--- src/hw/sfd_pkg.sv ---
// Shared constants and types for the serial audio link coder and decoder
package sfd_pkg;

  // ----------------------------------------------------------------
  // Line timing
  // ----------------------------------------------------------------
  localparam int HALF_CELL_CYC = 8;
  localparam logic [3:0] HALF_LAST = 4'(HALF_CELL_CYC - 1);
  localparam logic [9:0] NOM_TRIPLE_CYC = 10'(3 * HALF_CELL_CYC);
  localparam logic [9:0] WIDTH_MAX = 10'h3FF;

  // ----------------------------------------------------------------
  // Frame structure
  // ----------------------------------------------------------------
  localparam logic [7:0] LAST_FRAME = 8'hBF;
  localparam logic [7:0] PRE_BLOCK = 8'hE8;
  localparam logic [7:0] PRE_FIRST = 8'hE2;
  localparam logic [7:0] PRE_SECOND = 8'hE4;
  localparam logic [3:0] PRE_HALVES = 4'h8;
  localparam logic [3:0] PRE_SECOND_PULSE = 4'h3;
  localparam logic [5:0] FIRST_DATA_HALF = 6'h08;
  localparam logic [4:0] FIRST_DATA_SLOT = 5'h04;
  localparam logic [4:0] SLOT_BITS = 5'h1C;
  localparam int POS_WORD_LSB = 8;
  localparam int POS_VALID = 24;
  localparam int POS_USER = 25;
  localparam int POS_CSTAT = 26;
  localparam int POS_PARITY = 27;
  localparam logic [26:0] IDLE_WORD = 27'h1000000;

  // ----------------------------------------------------------------
  // Data bursts
  // ----------------------------------------------------------------
  localparam logic [15:0] SYNC_ONE = 16'hF872;
  localparam logic [15:0] SYNC_TWO = 16'h4E1F;
  localparam logic [15:0] WORD_BITS = 16'h0010;
  localparam logic [2:0] SYNC_ZERO_WORDS = 3'h4;
  localparam logic [13:0] BURST_MAX_WORDS = 14'h2000;
  localparam int INFO_ERR = 7;
  localparam int INFO_DEP_LSB = 8;
  localparam int INFO_STREAM_LSB = 13;
  localparam int INFO_RSV_LSB = 5;

  // ----------------------------------------------------------------
  // Buffering
  // ----------------------------------------------------------------
  localparam int TX_WORD_W = 27;
  localparam int TX_FIFO_DEPTH = 32;

  // ----------------------------------------------------------------
  // Types
  // ----------------------------------------------------------------
  typedef enum logic [1:0] {
    PT_BLOCK = 2'h0,
    PT_FIRST = 2'h1,
    PT_SECOND = 2'h2
  } sfd_pre_t;

  typedef enum logic [2:0] {
    RX_HUNT = 3'h1,
    RX_PRE = 3'h2,
    RX_DATA = 3'h4
  } sfd_rx_state_t;

  typedef enum logic [4:0] {
    BU_SEARCH = 5'h01,
    BU_SYNC2 = 5'h02,
    BU_INFO = 5'h04,
    BU_LEN = 5'h08,
    BU_PAY = 5'h10
  } sfd_burst_state_t;

endpackage

--- src/hw/sfd_link_if.sv ---
// Serial coded line between transmitter end and decoder end
`timescale 1ns/1ps
interface sfd_link_if;
  logic biphaseMarkLine;
  modport txEnd (output biphaseMarkLine);
  modport rxEnd (input biphaseMarkLine);
endinterface

--- src/hw/sfd_decoder.sv ---
// Line decoder, frame tracker and data-burst finder for the receiving end
`timescale 1ns/1ps
module sfd_decoder import sfd_pkg::*; (
  // Clock and reset
  input wire logic clk_sys,
  input wire logic arst_n,
  // Coded line
  sfd_link_if.rxEnd link,
  // Decoded sub-frame
  output logic sampleValid,
  output logic [23:0] sampleData,
  output logic sampleChannel,
  output logic validityBit,
  output logic user_bit_out,
  output logic chanStatusBit,
  output logic parityError,
  output logic blockStart,
  output logic [7:0] frameIndex,
  // Line status
  output logic locked,
  output logic codingError,
  // Serial user data
  output logic wordSelectOut,
  output logic userBitOut,
  // Data bursts
  output logic burstStart,
  output logic [15:0] burstLength,
  output logic [4:0] burstDataType,
  output logic burstPayloadError,
  output logic [4:0] burstTypeInfo,
  output logic [2:0] burstStreamNum,
  output logic burstInfoReserved,
  output logic burstAligned,
  output logic burstWordValid,
  output logic [15:0] burstWord
);
  typedef struct packed {
    logic s1;
    logic s2;
    logic s3;
    logic [9:0] width;
    logic [9:0] triple;
    sfd_rx_state_t st;
    sfd_pre_t preType;
    logic [3:0] preHalf;
    logic mid;
    logic [4:0] bitCnt;
    logic [27:0] sh;
    sfd_burst_state_t bst;
    logic [2:0] zeroRun;
    logic [15:0] remain;
    logic [13:0] payCnt;
    logic sampleValid;
    logic [23:0] sampleData;
    logic sampleChannel;
    logic validityBit;
    logic user_bit_out;
    logic chanStatusBit;
    logic parityError;
    logic blockStart;
    logic [7:0] frameIndex;
    logic locked;
    logic codingError;
    logic wordSelectOut;
    logic userBitOut;
    logic burstStart;
    logic [15:0] burstLength;
    logic [4:0] burstDataType;
    logic burstPayloadError;
    logic [4:0] burstTypeInfo;
    logic [2:0] burstStreamNum;
    logic burstInfoReserved;
    logic burstAligned;
    logic burstWordValid;
    logic [15:0] burstWord;
  } sfd_rx_t;

  sfd_rx_t s;
  sfd_rx_t next_s;
  logic lineEdge;
  logic [12:0] wBig;
  logic [12:0] eBig;
  logic isShort;
  logic isLong;
  logic isTriple;
  logic [3:0] halves;
  logic [3:0] preSum;
  logic shift;
  logic bitVal;
  logic fail;
  logic emit;
  logic [27:0] shNew;
  logic [15:0] word;
  logic [4:0] dtype;

  always_comb begin
    next_s = s;
    next_s.s1 = link.biphaseMarkLine;
    next_s.s2 = s.s1;
    next_s.s3 = s.s2;
    next_s.sampleValid = 1'b0;
    next_s.blockStart = 1'b0;
    next_s.codingError = 1'b0;
    next_s.burstStart = 1'b0;
    next_s.burstWordValid = 1'b0;
    lineEdge = s.s2 ^ s.s3;

    // --------------------------------------------------------------
    // Pulse width classes against the last preamble's long pulse
    // --------------------------------------------------------------
    // Thresholds sit midway between 1, 2 and 3 half cells and at 4 half cells, and the
    // reference follows the sender, so slow drift is absorbed
    wBig = {3'h0, s.width};
    eBig = {3'h0, s.triple};
    isShort = (wBig * 13'h0002) < eBig;
    isLong = !isShort && ((wBig * 13'h0006) < (eBig * 13'h0005));
    isTriple = !isShort && !isLong &&
               ((wBig * 13'h0003) < (eBig * 13'h0004));
    halves = isShort ? 4'h1 : (isLong ? 4'h2 : 4'h3);
    preSum = s.preHalf + halves;
    shift = 1'b0;
    bitVal = 1'b0;
    fail = 1'b0;

    // --------------------------------------------------------------
    // Preamble and cell decoding
    // --------------------------------------------------------------
    if (lineEdge) begin
      next_s.width = 10'h001;
      if (!(isShort || isLong || isTriple)) begin
        fail = 1'b1;
      end else if (isTriple && s.st != RX_PRE) begin
        // Three half cells never appear inside coded data
        if (s.st == RX_DATA && s.bitCnt != SLOT_BITS) begin
          fail = 1'b1;
        end else begin
          next_s.st = RX_PRE;
          next_s.preHalf = PRE_SECOND_PULSE;
          next_s.triple = s.width;
        end
      end else begin
        case (s.st)
          RX_PRE: begin
            if (s.preHalf == PRE_SECOND_PULSE) begin
              // Second pulse width tells the three patterns apart
              next_s.preType = isTriple ? PT_FIRST :
                               (isLong ? PT_SECOND : PT_BLOCK);
            end
            if (preSum == PRE_HALVES) begin
              next_s.st = RX_DATA;
              next_s.bitCnt = 5'h00;
              next_s.mid = 1'b0;
            end else if (preSum > PRE_HALVES) begin
              fail = 1'b1;
            end else begin
              next_s.preHalf = preSum;
            end
          end
          RX_DATA: begin
            if (s.bitCnt == SLOT_BITS) begin
              fail = 1'b1;
            end else if (isShort) begin
              shift = s.mid;
              bitVal = 1'b1;
              next_s.mid = ~s.mid;
            end else if (isLong && !s.mid) begin
              shift = 1'b1;
            end else begin
              fail = 1'b1;
            end
          end
          default: begin
          end
        endcase
      end
    end else if (s.width != WIDTH_MAX) begin
      next_s.width = s.width + 10'h001;
    end else if (s.st != RX_HUNT) begin
      fail = 1'b1;
    end

    if (fail) begin
      next_s.st = RX_HUNT;
      next_s.locked = 1'b0;
      next_s.bst = BU_SEARCH;
      next_s.codingError = 1'b1;
    end

    shNew = {bitVal, s.sh[27:1]};
    if (shift) begin
      next_s.sh = shNew;
      next_s.bitCnt = s.bitCnt + 5'h01;
    end
    emit = shift && (s.bitCnt == SLOT_BITS - 5'h01);
    word = shNew[POS_WORD_LSB +: 16];
    dtype = word[4:0];

    // --------------------------------------------------------------
    // Sub-frame results and frame position
    // --------------------------------------------------------------
    if (emit) begin
      next_s.locked = 1'b1;
      next_s.sampleValid = 1'b1;
      next_s.sampleData = shNew[23:0];
      next_s.validityBit = shNew[POS_VALID];
      next_s.user_bit_out = shNew[POS_USER];
      next_s.chanStatusBit = shNew[POS_CSTAT];
      next_s.parityError = ^shNew;
      next_s.sampleChannel = s.preType == PT_SECOND;
      next_s.wordSelectOut = s.preType == PT_SECOND;
      next_s.userBitOut = shNew[POS_USER];
      if (s.preType == PT_BLOCK) begin
        next_s.frameIndex = 8'h00;
        next_s.blockStart = 1'b1;
      end else if (s.preType == PT_FIRST) begin
        next_s.frameIndex = (s.frameIndex == LAST_FRAME) ?
                            8'h00 : s.frameIndex + 8'h01;
      end

      // ------------------------------------------------------------
      // Data-burst search
      // ------------------------------------------------------------
      if (word != 16'h0000) begin
        next_s.zeroRun = 3'h0;
      end else if (s.zeroRun != SYNC_ZERO_WORDS) begin
        next_s.zeroRun = s.zeroRun + 3'h1;
      end
      case (s.bst)
        BU_SEARCH: begin
          if (word == SYNC_ONE) begin
            next_s.bst = BU_SYNC2;
            next_s.burstAligned = s.zeroRun == SYNC_ZERO_WORDS;
          end
        end
        BU_SYNC2: begin
          if (word == SYNC_TWO) begin
            next_s.bst = BU_INFO;
          end else if (word != SYNC_ONE) begin
            next_s.bst = BU_SEARCH;
          end
        end
        BU_INFO: begin
          next_s.bst = BU_LEN;
          next_s.burstDataType = dtype;
          next_s.burstPayloadError = word[INFO_ERR];
          next_s.burstTypeInfo = word[INFO_DEP_LSB +: 5];
          next_s.burstStreamNum = word[INFO_STREAM_LSB +: 3];
          // Reserved type codes and non-zero reserved bits
          next_s.burstInfoReserved = (word[INFO_RSV_LSB +: 2] != 2'h0) ||
                                     (dtype == 5'h02) || (dtype == 5'h07) ||
                                     (dtype >= 5'h0A);
        end
        BU_LEN: begin
          next_s.burstLength = word;
          next_s.burstStart = 1'b1;
          next_s.remain = word;
          next_s.payCnt = 14'h0000;
          next_s.bst = (word == 16'h0000) ? BU_SEARCH : BU_PAY;
        end
        BU_PAY: begin
          next_s.burstWordValid = 1'b1;
          next_s.burstWord = word;
          next_s.payCnt = s.payCnt + 14'h0001;
          if (s.remain > WORD_BITS) begin
            next_s.remain = s.remain - WORD_BITS;
          end else begin
            next_s.remain = 16'h0000;
            next_s.bst = BU_SEARCH;
          end
          // A burst longer than allowed is cut off after its 8192nd word and search resumes
          if (s.payCnt == BURST_MAX_WORDS - 14'h0001) begin
            next_s.bst = BU_SEARCH;
          end
        end
        default: begin
          next_s.bst = BU_SEARCH;
        end
      endcase
    end
  end

  always_ff @(posedge clk_sys or negedge arst_n) begin
    if (!arst_n) begin
      s <= '0;
      s.st <= RX_HUNT;
      s.bst <= BU_SEARCH;
      s.preType <= PT_BLOCK;
      s.triple <= NOM_TRIPLE_CYC;
    end else begin
      s <= next_s;
    end
  end

  assign sampleValid = s.sampleValid;
  assign sampleData = s.sampleData;
  assign sampleChannel = s.sampleChannel;
  assign validityBit = s.validityBit;
  assign user_bit_out = s.user_bit_out;
  assign chanStatusBit = s.chanStatusBit;
  assign parityError = s.parityError;
  assign blockStart = s.blockStart;
  assign frameIndex = s.frameIndex;
  assign locked = s.locked;
  assign codingError = s.codingError;
  assign wordSelectOut = s.wordSelectOut;
  assign userBitOut = s.userBitOut;
  assign burstStart = s.burstStart;
  assign burstLength = s.burstLength;
  assign burstDataType = s.burstDataType;
  assign burstPayloadError = s.burstPayloadError;
  assign burstTypeInfo = s.burstTypeInfo;
  assign burstStreamNum = s.burstStreamNum;
  assign burstInfoReserved = s.burstInfoReserved;
  assign burstAligned = s.burstAligned;
  assign burstWordValid = s.burstWordValid;
  assign burstWord = s.burstWord;
endmodule

--- src/flat_wrapper.sv ---
// flat-port wrapper written by rule: the top's interface ports become plain ports
module sfd_decoder_flat import sfd_pkg::*;
  (clk_sys, arst_n, sampleValid, sampleData, sampleChannel, validityBit, user_bit_out, chanStatusBit, parityError, blockStart, frameIndex, locked, codingError, wordSelectOut, userBitOut, burstStart, burstLength, burstDataType, burstPayloadError, burstTypeInfo, burstStreamNum, burstInfoReserved, burstAligned, burstWordValid, burstWord, link_biphaseMarkLine);
  sfd_link_if link_i ();
  input wire logic clk_sys;
  input wire logic arst_n;
  output logic sampleValid;
  output logic [23:0] sampleData;
  output logic sampleChannel;
  output logic validityBit;
  output logic user_bit_out;
  output logic chanStatusBit;
  output logic parityError;
  output logic blockStart;
  output logic [7:0] frameIndex;
  output logic locked;
  output logic codingError;
  output logic wordSelectOut;
  output logic userBitOut;
  output logic burstStart;
  output logic [15:0] burstLength;
  output logic [4:0] burstDataType;
  output logic burstPayloadError;
  output logic [4:0] burstTypeInfo;
  output logic [2:0] burstStreamNum;
  output logic burstInfoReserved;
  output logic burstAligned;
  output logic burstWordValid;
  output logic [15:0] burstWord;
  input wire logic [$bits(link_i.biphaseMarkLine)-1:0] link_biphaseMarkLine;
  assign link_i.biphaseMarkLine = link_biphaseMarkLine;
  sfd_decoder u_core (.clk_sys(clk_sys), .arst_n(arst_n), .link(link_i), .sampleValid(sampleValid), .sampleData(sampleData), .sampleChannel(sampleChannel), .validityBit(validityBit), .user_bit_out(user_bit_out), .chanStatusBit(chanStatusBit), .parityError(parityError), .blockStart(blockStart), .frameIndex(frameIndex), .locked(locked), .codingError(codingError), .wordSelectOut(wordSelectOut), .userBitOut(userBitOut), .burstStart(burstStart), .burstLength(burstLength), .burstDataType(burstDataType), .burstPayloadError(burstPayloadError), .burstTypeInfo(burstTypeInfo), .burstStreamNum(burstStreamNum), .burstInfoReserved(burstInfoReserved), .burstAligned(burstAligned), .burstWordValid(burstWordValid), .burstWord(burstWord));
endmodule
--- config.mk ---
export PLATFORM = sky130hd
export DESIGN_NAME = sfd_decoder_flat
export DESIGN_NICKNAME = d
export VERILOG_FILES = /design/src/hw/sfd_pkg.sv /design/src/hw/sfd_link_if.sv /design/src/hw/sfd_decoder.sv /design/src/flat_wrapper.sv
export SDC_FILE = /design/constraint.sdc
export NUM_CORES = 1
export LEC_CHECK = 0
export BUFFER_PORTS_ARGS = -buffer_cell sky130_fd_sc_hd__buf_2
export CORE_ASPECT_RATIO = 0.9
export CORE_UTILIZATION = 45
export CTS_BUF_LIST = sky130_fd_sc_hd__clkbuf_8
export DETAILED_ROUTE_END_ITERATION = 12
export SLEW_MARGIN = 20
export SYNTH_ARGS = -nofsm -noshare
export SYNTH_HDL_FRONTEND = slang
export SYNTH_SLANG_ARGS = --single-unit
--- constraint.sdc ---
create_clock -name clk_sys -period 5.97 [get_ports clk_sys]
set_input_delay 0.2985 -clock clk_sys [delete_from_list [all_inputs] [get_ports clk_sys]]
set_output_delay 0.2985 -clock clk_sys [all_outputs]
set_load 0.005 [all_outputs]
==> load_flow_metrics.sql <==
INSERT INTO impl_metrics (metric_group, metric, value, unit) VALUES
('status', 'outcome', 'completed', ''),
('finish', 'area_growth', '6.430', '%'),
('power', 'net-switching-power', '1.284', 'mW'),
('worst_setup_path', 'crit_chain', 'ha_1 > inv_1 > fa_1 > inv_1 > a21o_1 > a21oi_1 > o21bai_1 > a21oi_1 > o21ai_0 > xnor2_1 > ha_1 > a21oi_1 > o21ai_0 > a21oi_1 > nand2_1 > ha_1 > fa_1 > xor2_1 > or3_1 > nor4bb_1 > o21ai_0 > o31ai_4 > o21ai_0', ''),
('routing', 'drt_pass1_iterations', '5', ''),
('global_routing', 'grt_max_degree', '104', ''),
('synthesis', 'mean_syn_cell_area', '9.655', 'sq um'),
('synthesis', 'synth-main-ff-cell', 'dfrtp_1', ''),
('finish', 'num_antenna_cells', '0', ''),
('clock_tree', 'worst_skew_pair.late_latency', '490', 'ps'),
('synthesis', 'synth-seq-area-share', '43.20', '%'),
('routing', 'drt-vias-per-instance', '5.502', ''),
('global_routing', 'gr-usage-all-layers', '21.88', '%'),
('power', 'irDropWorstVdd', '0.0001647', 'V'),
('worst_setup_path', 'critPathMaxFanout', '9', ''),
('clock_tree', 'cts_htree_levels', '4', ''),
('worst_setup_path', 'critical_path.endpoint_type', 'flop', ''),
('worst_setup_path', 'critPathSlowestCell', 'dfrtp_1', ''),
('sta', 'layout_worst_path_cycle_share', '94.18', '%'),
('routing', 'wl', '26520', 'um'),
('routing', 'detail-route-antenna-nets', '0', ''),
('floorplan', 'dieWidth', '168.7', 'um'),
('power', 'power.clock.fraction', '28.4', '%'),
('clock_tree', 'post_cts_buffers', '0', ''),
('synthesis', 'post_synth_and_or_nand_nor_area_fraction', '13.36', '%'),
('power', 'sw_frac_of_total', '38.27', '%'),
('worst_setup_path', 'worst_path_largest_cell_delay', '460', 'ps'),
('sta', 'fmax', '177.9', 'MHz'),
('synthesis', 'synth_top_family_by_area', 'compound AO/OA/AOI/OAI gates', ''),
('routing', 'initial_detailed_routing_violation_count', '616', ''),
('clock_tree', 'clk_path_buf_depth', '2', ''),
('power', 'p_leak', '5.883', 'nW'),
('finish', 'postLayoutCoreUtil', '49.08', '%'),
('floorplan', 'fp.dieArea', '0.02563', 'sq mm'),
('floorplan', 'core_area', '0.02439', 'sq mm'),
('placed_design', 'port-buffer-count', '95', ''),
('hold_path', 'class_of_the_worst_hold_path', 'primary input to async pin', ''),
('clock_tree', 'clk_pin_slew_worst_paths', '120', 'ps'),
('synthesis', 'yosys_warning_total', '0', ''),
('floorplan', 'io_pins', '96', ''),
('sta', 'worst_pin_slew', '1043', 'ps'),
('finish', 'nFillCells', '2289', ''),
('synthesis', 'synthesis.instances', '1165', ''),
('placed_design', 'placedCellCount', '1489', ''),
('synthesis', 'synth.net_count', '1258', ''),
('sta', 'finalMaxSlewViolations', '0', ''),
('power', 'pwr-share-seq', '42.2', '%'),
('placed_design', 'detailed_place_hpwl', '19020', 'um'),
('routing', 'avgRoutedWirePerCell', '17.41', 'um'),
('worst_setup_path', 'crit_required', '6360', 'ps'),
('global_routing', 'grt_antenna_before_repair', '0', ''),
('worst_setup_path', 'setup.worst_path.start_class', 'flop', ''),
('synthesis', 'synth_async_sr_flop_share', '100.0', '%'),
('sta', 'fin_skew', '28.24', 'ps'),
('routing', 'post_route_drc', '0', ''),
('worst_setup_path', 'setup.worst_path.class', 'flop to flop', ''),
('global_routing', 'number_of_global_route_vias_before_repair', '8051', ''),
('routing', 'vias', '8379', ''),
('synthesis', 'postSynthRegisterBits', '194', ''),
('floorplan', 'initial_core_util', '46.12', '%'),
('floorplan', 'fp.dieH', '152.0', 'um'),
('synthesis', 'yosys-mux-area-fraction', '5.139', '%'),
('worst_setup_path', 'worstSetupStartpoint', 'u_core.s[184]', ''),
('sta', 'rsz0062_at_grt', 'no', ''),
('power', 'p_per_area', '280.2', 'mW/mm^2'),
('worst_setup_path', 'arrival', '6010', 'ps'),
('sta', 'slew_headroom', '30.31', '%'),
('synthesis', 'synth-compound-area-share', '15.43', '%'),
('worst_setup_path', 'rr_startpoint', 'u_core.s[184]', ''),
('synthesis', 'synth_cell_type_count', '73', ''),
('sta', 'report.final.hold_viol_count', '0', '');
## layout by cell type, fill, tap and decap left out, types with 24 or more instances in the layout
cell,n
ha_1,87
nand2_1,154
xnor2_1,33
mux2_2,29
nor2_1,37
a21oi_1,49
inv_1,63
nand3_1,24
o21ai_0,149
dfrtp_1,190
buf_2,94
## cell type report
cell class	instances	area, sq um	area share [%]
multi-input combinational	787	5401	45.12
clock buffer	17	234.0	1.954
clock inverter	15	217.7	1.819
inverter	65	244.0	2.038
sequential	194	4860	40.59
tap	336	420.4	3.512
timing repair buffer	109	594.3	4.964
## through the flow
step                setup slack (ps)  power (mW)  instance area, sq um
floorplan                      910.9       2.114                 11250
global placement               530.6       2.379                 11490
detailed placement             384.2       2.402                 11490
CTS                            323.4       3.365                 11960
global route                   11.45       3.541                 11970
finish                         347.6       3.354                 11970
## state kept, by name, summed over array words and instances, names as in the netlist, 2 cells and up
| signal | count |
|---|---|
| u_core.s | 86 |
| u_core.sampleData | 24 |
| u_core.burstLength | 16 |
| u_core.burstWord | 16 |
| u_core.eBig | 10 |
| u_core.frameIndex | 8 |
| u_core.burstDataType | 5 |
| u_core.burstTypeInfo | 5 |
| u_core.dtype | 5 |
| u_core.burstStreamNum | 3 |
| u_core.next_s | 2 |
## synthesized netlist by cell type (all sizes together) (11+ instances only)
| cell | number | share of area (%) |
|---|---|---|
| inv | 65 | 2.2 |
| clkbuf | 31 | 1.0 |
| a21o | 11 | 0.73 |
| o31ai | 22 | 1.5 |
| xnor2 | 33 | 2.6 |
| nand3 | 24 | 1.1 |
| nor2 | 39 | 1.3 |
| nand2 | 156 | 5.3 |
| mux2 | 40 | 4.3 |
| xor2 | 14 | 1.1 |
| nor3 | 17 | 0.76 |
| ha | 87 | 9.7 |
| o21ai | 149 | 6.6 |
| a21oi | 51 | 2.3 |
| dfrtp | 190 | 42 |
| buf | 88 | 5.8 |
| nand4 | 11 | 0.61 |
## power by group through the flow
stage / combinational (mW) / sequential (mW) / clock [mW]
floorplan: 0.698 / 1.42 / 0
global placement: 0.940 / 1.44 / 0
detailed placement: 0.961 / 1.44 / 0
CTS: 0.966 / 1.42 / 0.984
global route: 1.09 / 1.42 / 1.03
finish: 0.987 / 1.42 / 0.951
## worst max-delay path: cells and delay by family, from the launching register on
family / cells / cell delay, ps
AND/OR/NAND/NOR: 3 / 710
AO/OA/AOI/OAI: 11 / 2140
adder cells (fa/ha/maj): 5 / 1690
flip-flops: 1 / 460
buffers and inverters: 2 / 150
XOR/XNOR: 2 / 390
## path summary, 6_finish.rpt
check | end | slack (ps) | cells past startpoint
max | u_core.s[129] | 350 | 23
min | u_core.frameIndex[5] | 350 | 2
max reg2reg | u_core.s[129] | 350 | 23
min reg2reg | u_core.next_s[194] | 360 | 0
max in group asynchronous | u_core.s[114] | 4360 | 3
min in group clk_sys | u_core.next_s[194] | 360 | 0
## kinds of logic after synthesis
kind of cell,count (synthesis)
multiplexers,49
XOR/XNOR,47
adder cells (fa/ha/maj),90
AO/OA/AOI/OAI,290
buffers and inverters,184
AND/OR/NAND/NOR,311
flip-flops,194
## repair_timing
action                     in CTS  in global routing
hold buffers                    2                  0
setup endpoints to repair       0                  8
resized for setup               0                  2
hold endpoints to repair       63                  0
## metal layers
layer / track usage, % / share of wire [%] / vias up
met5: 0 / 0 / -
met4: 5.628 / 1.7 / 0
met3: 4.246 / 4.9 / 26
met2: 31.36 / 42 / 214
met1: 33.54 / 52 / 4115
li1: - / - / 4024
Note: power is estimated with default switching activity, not from simulation.
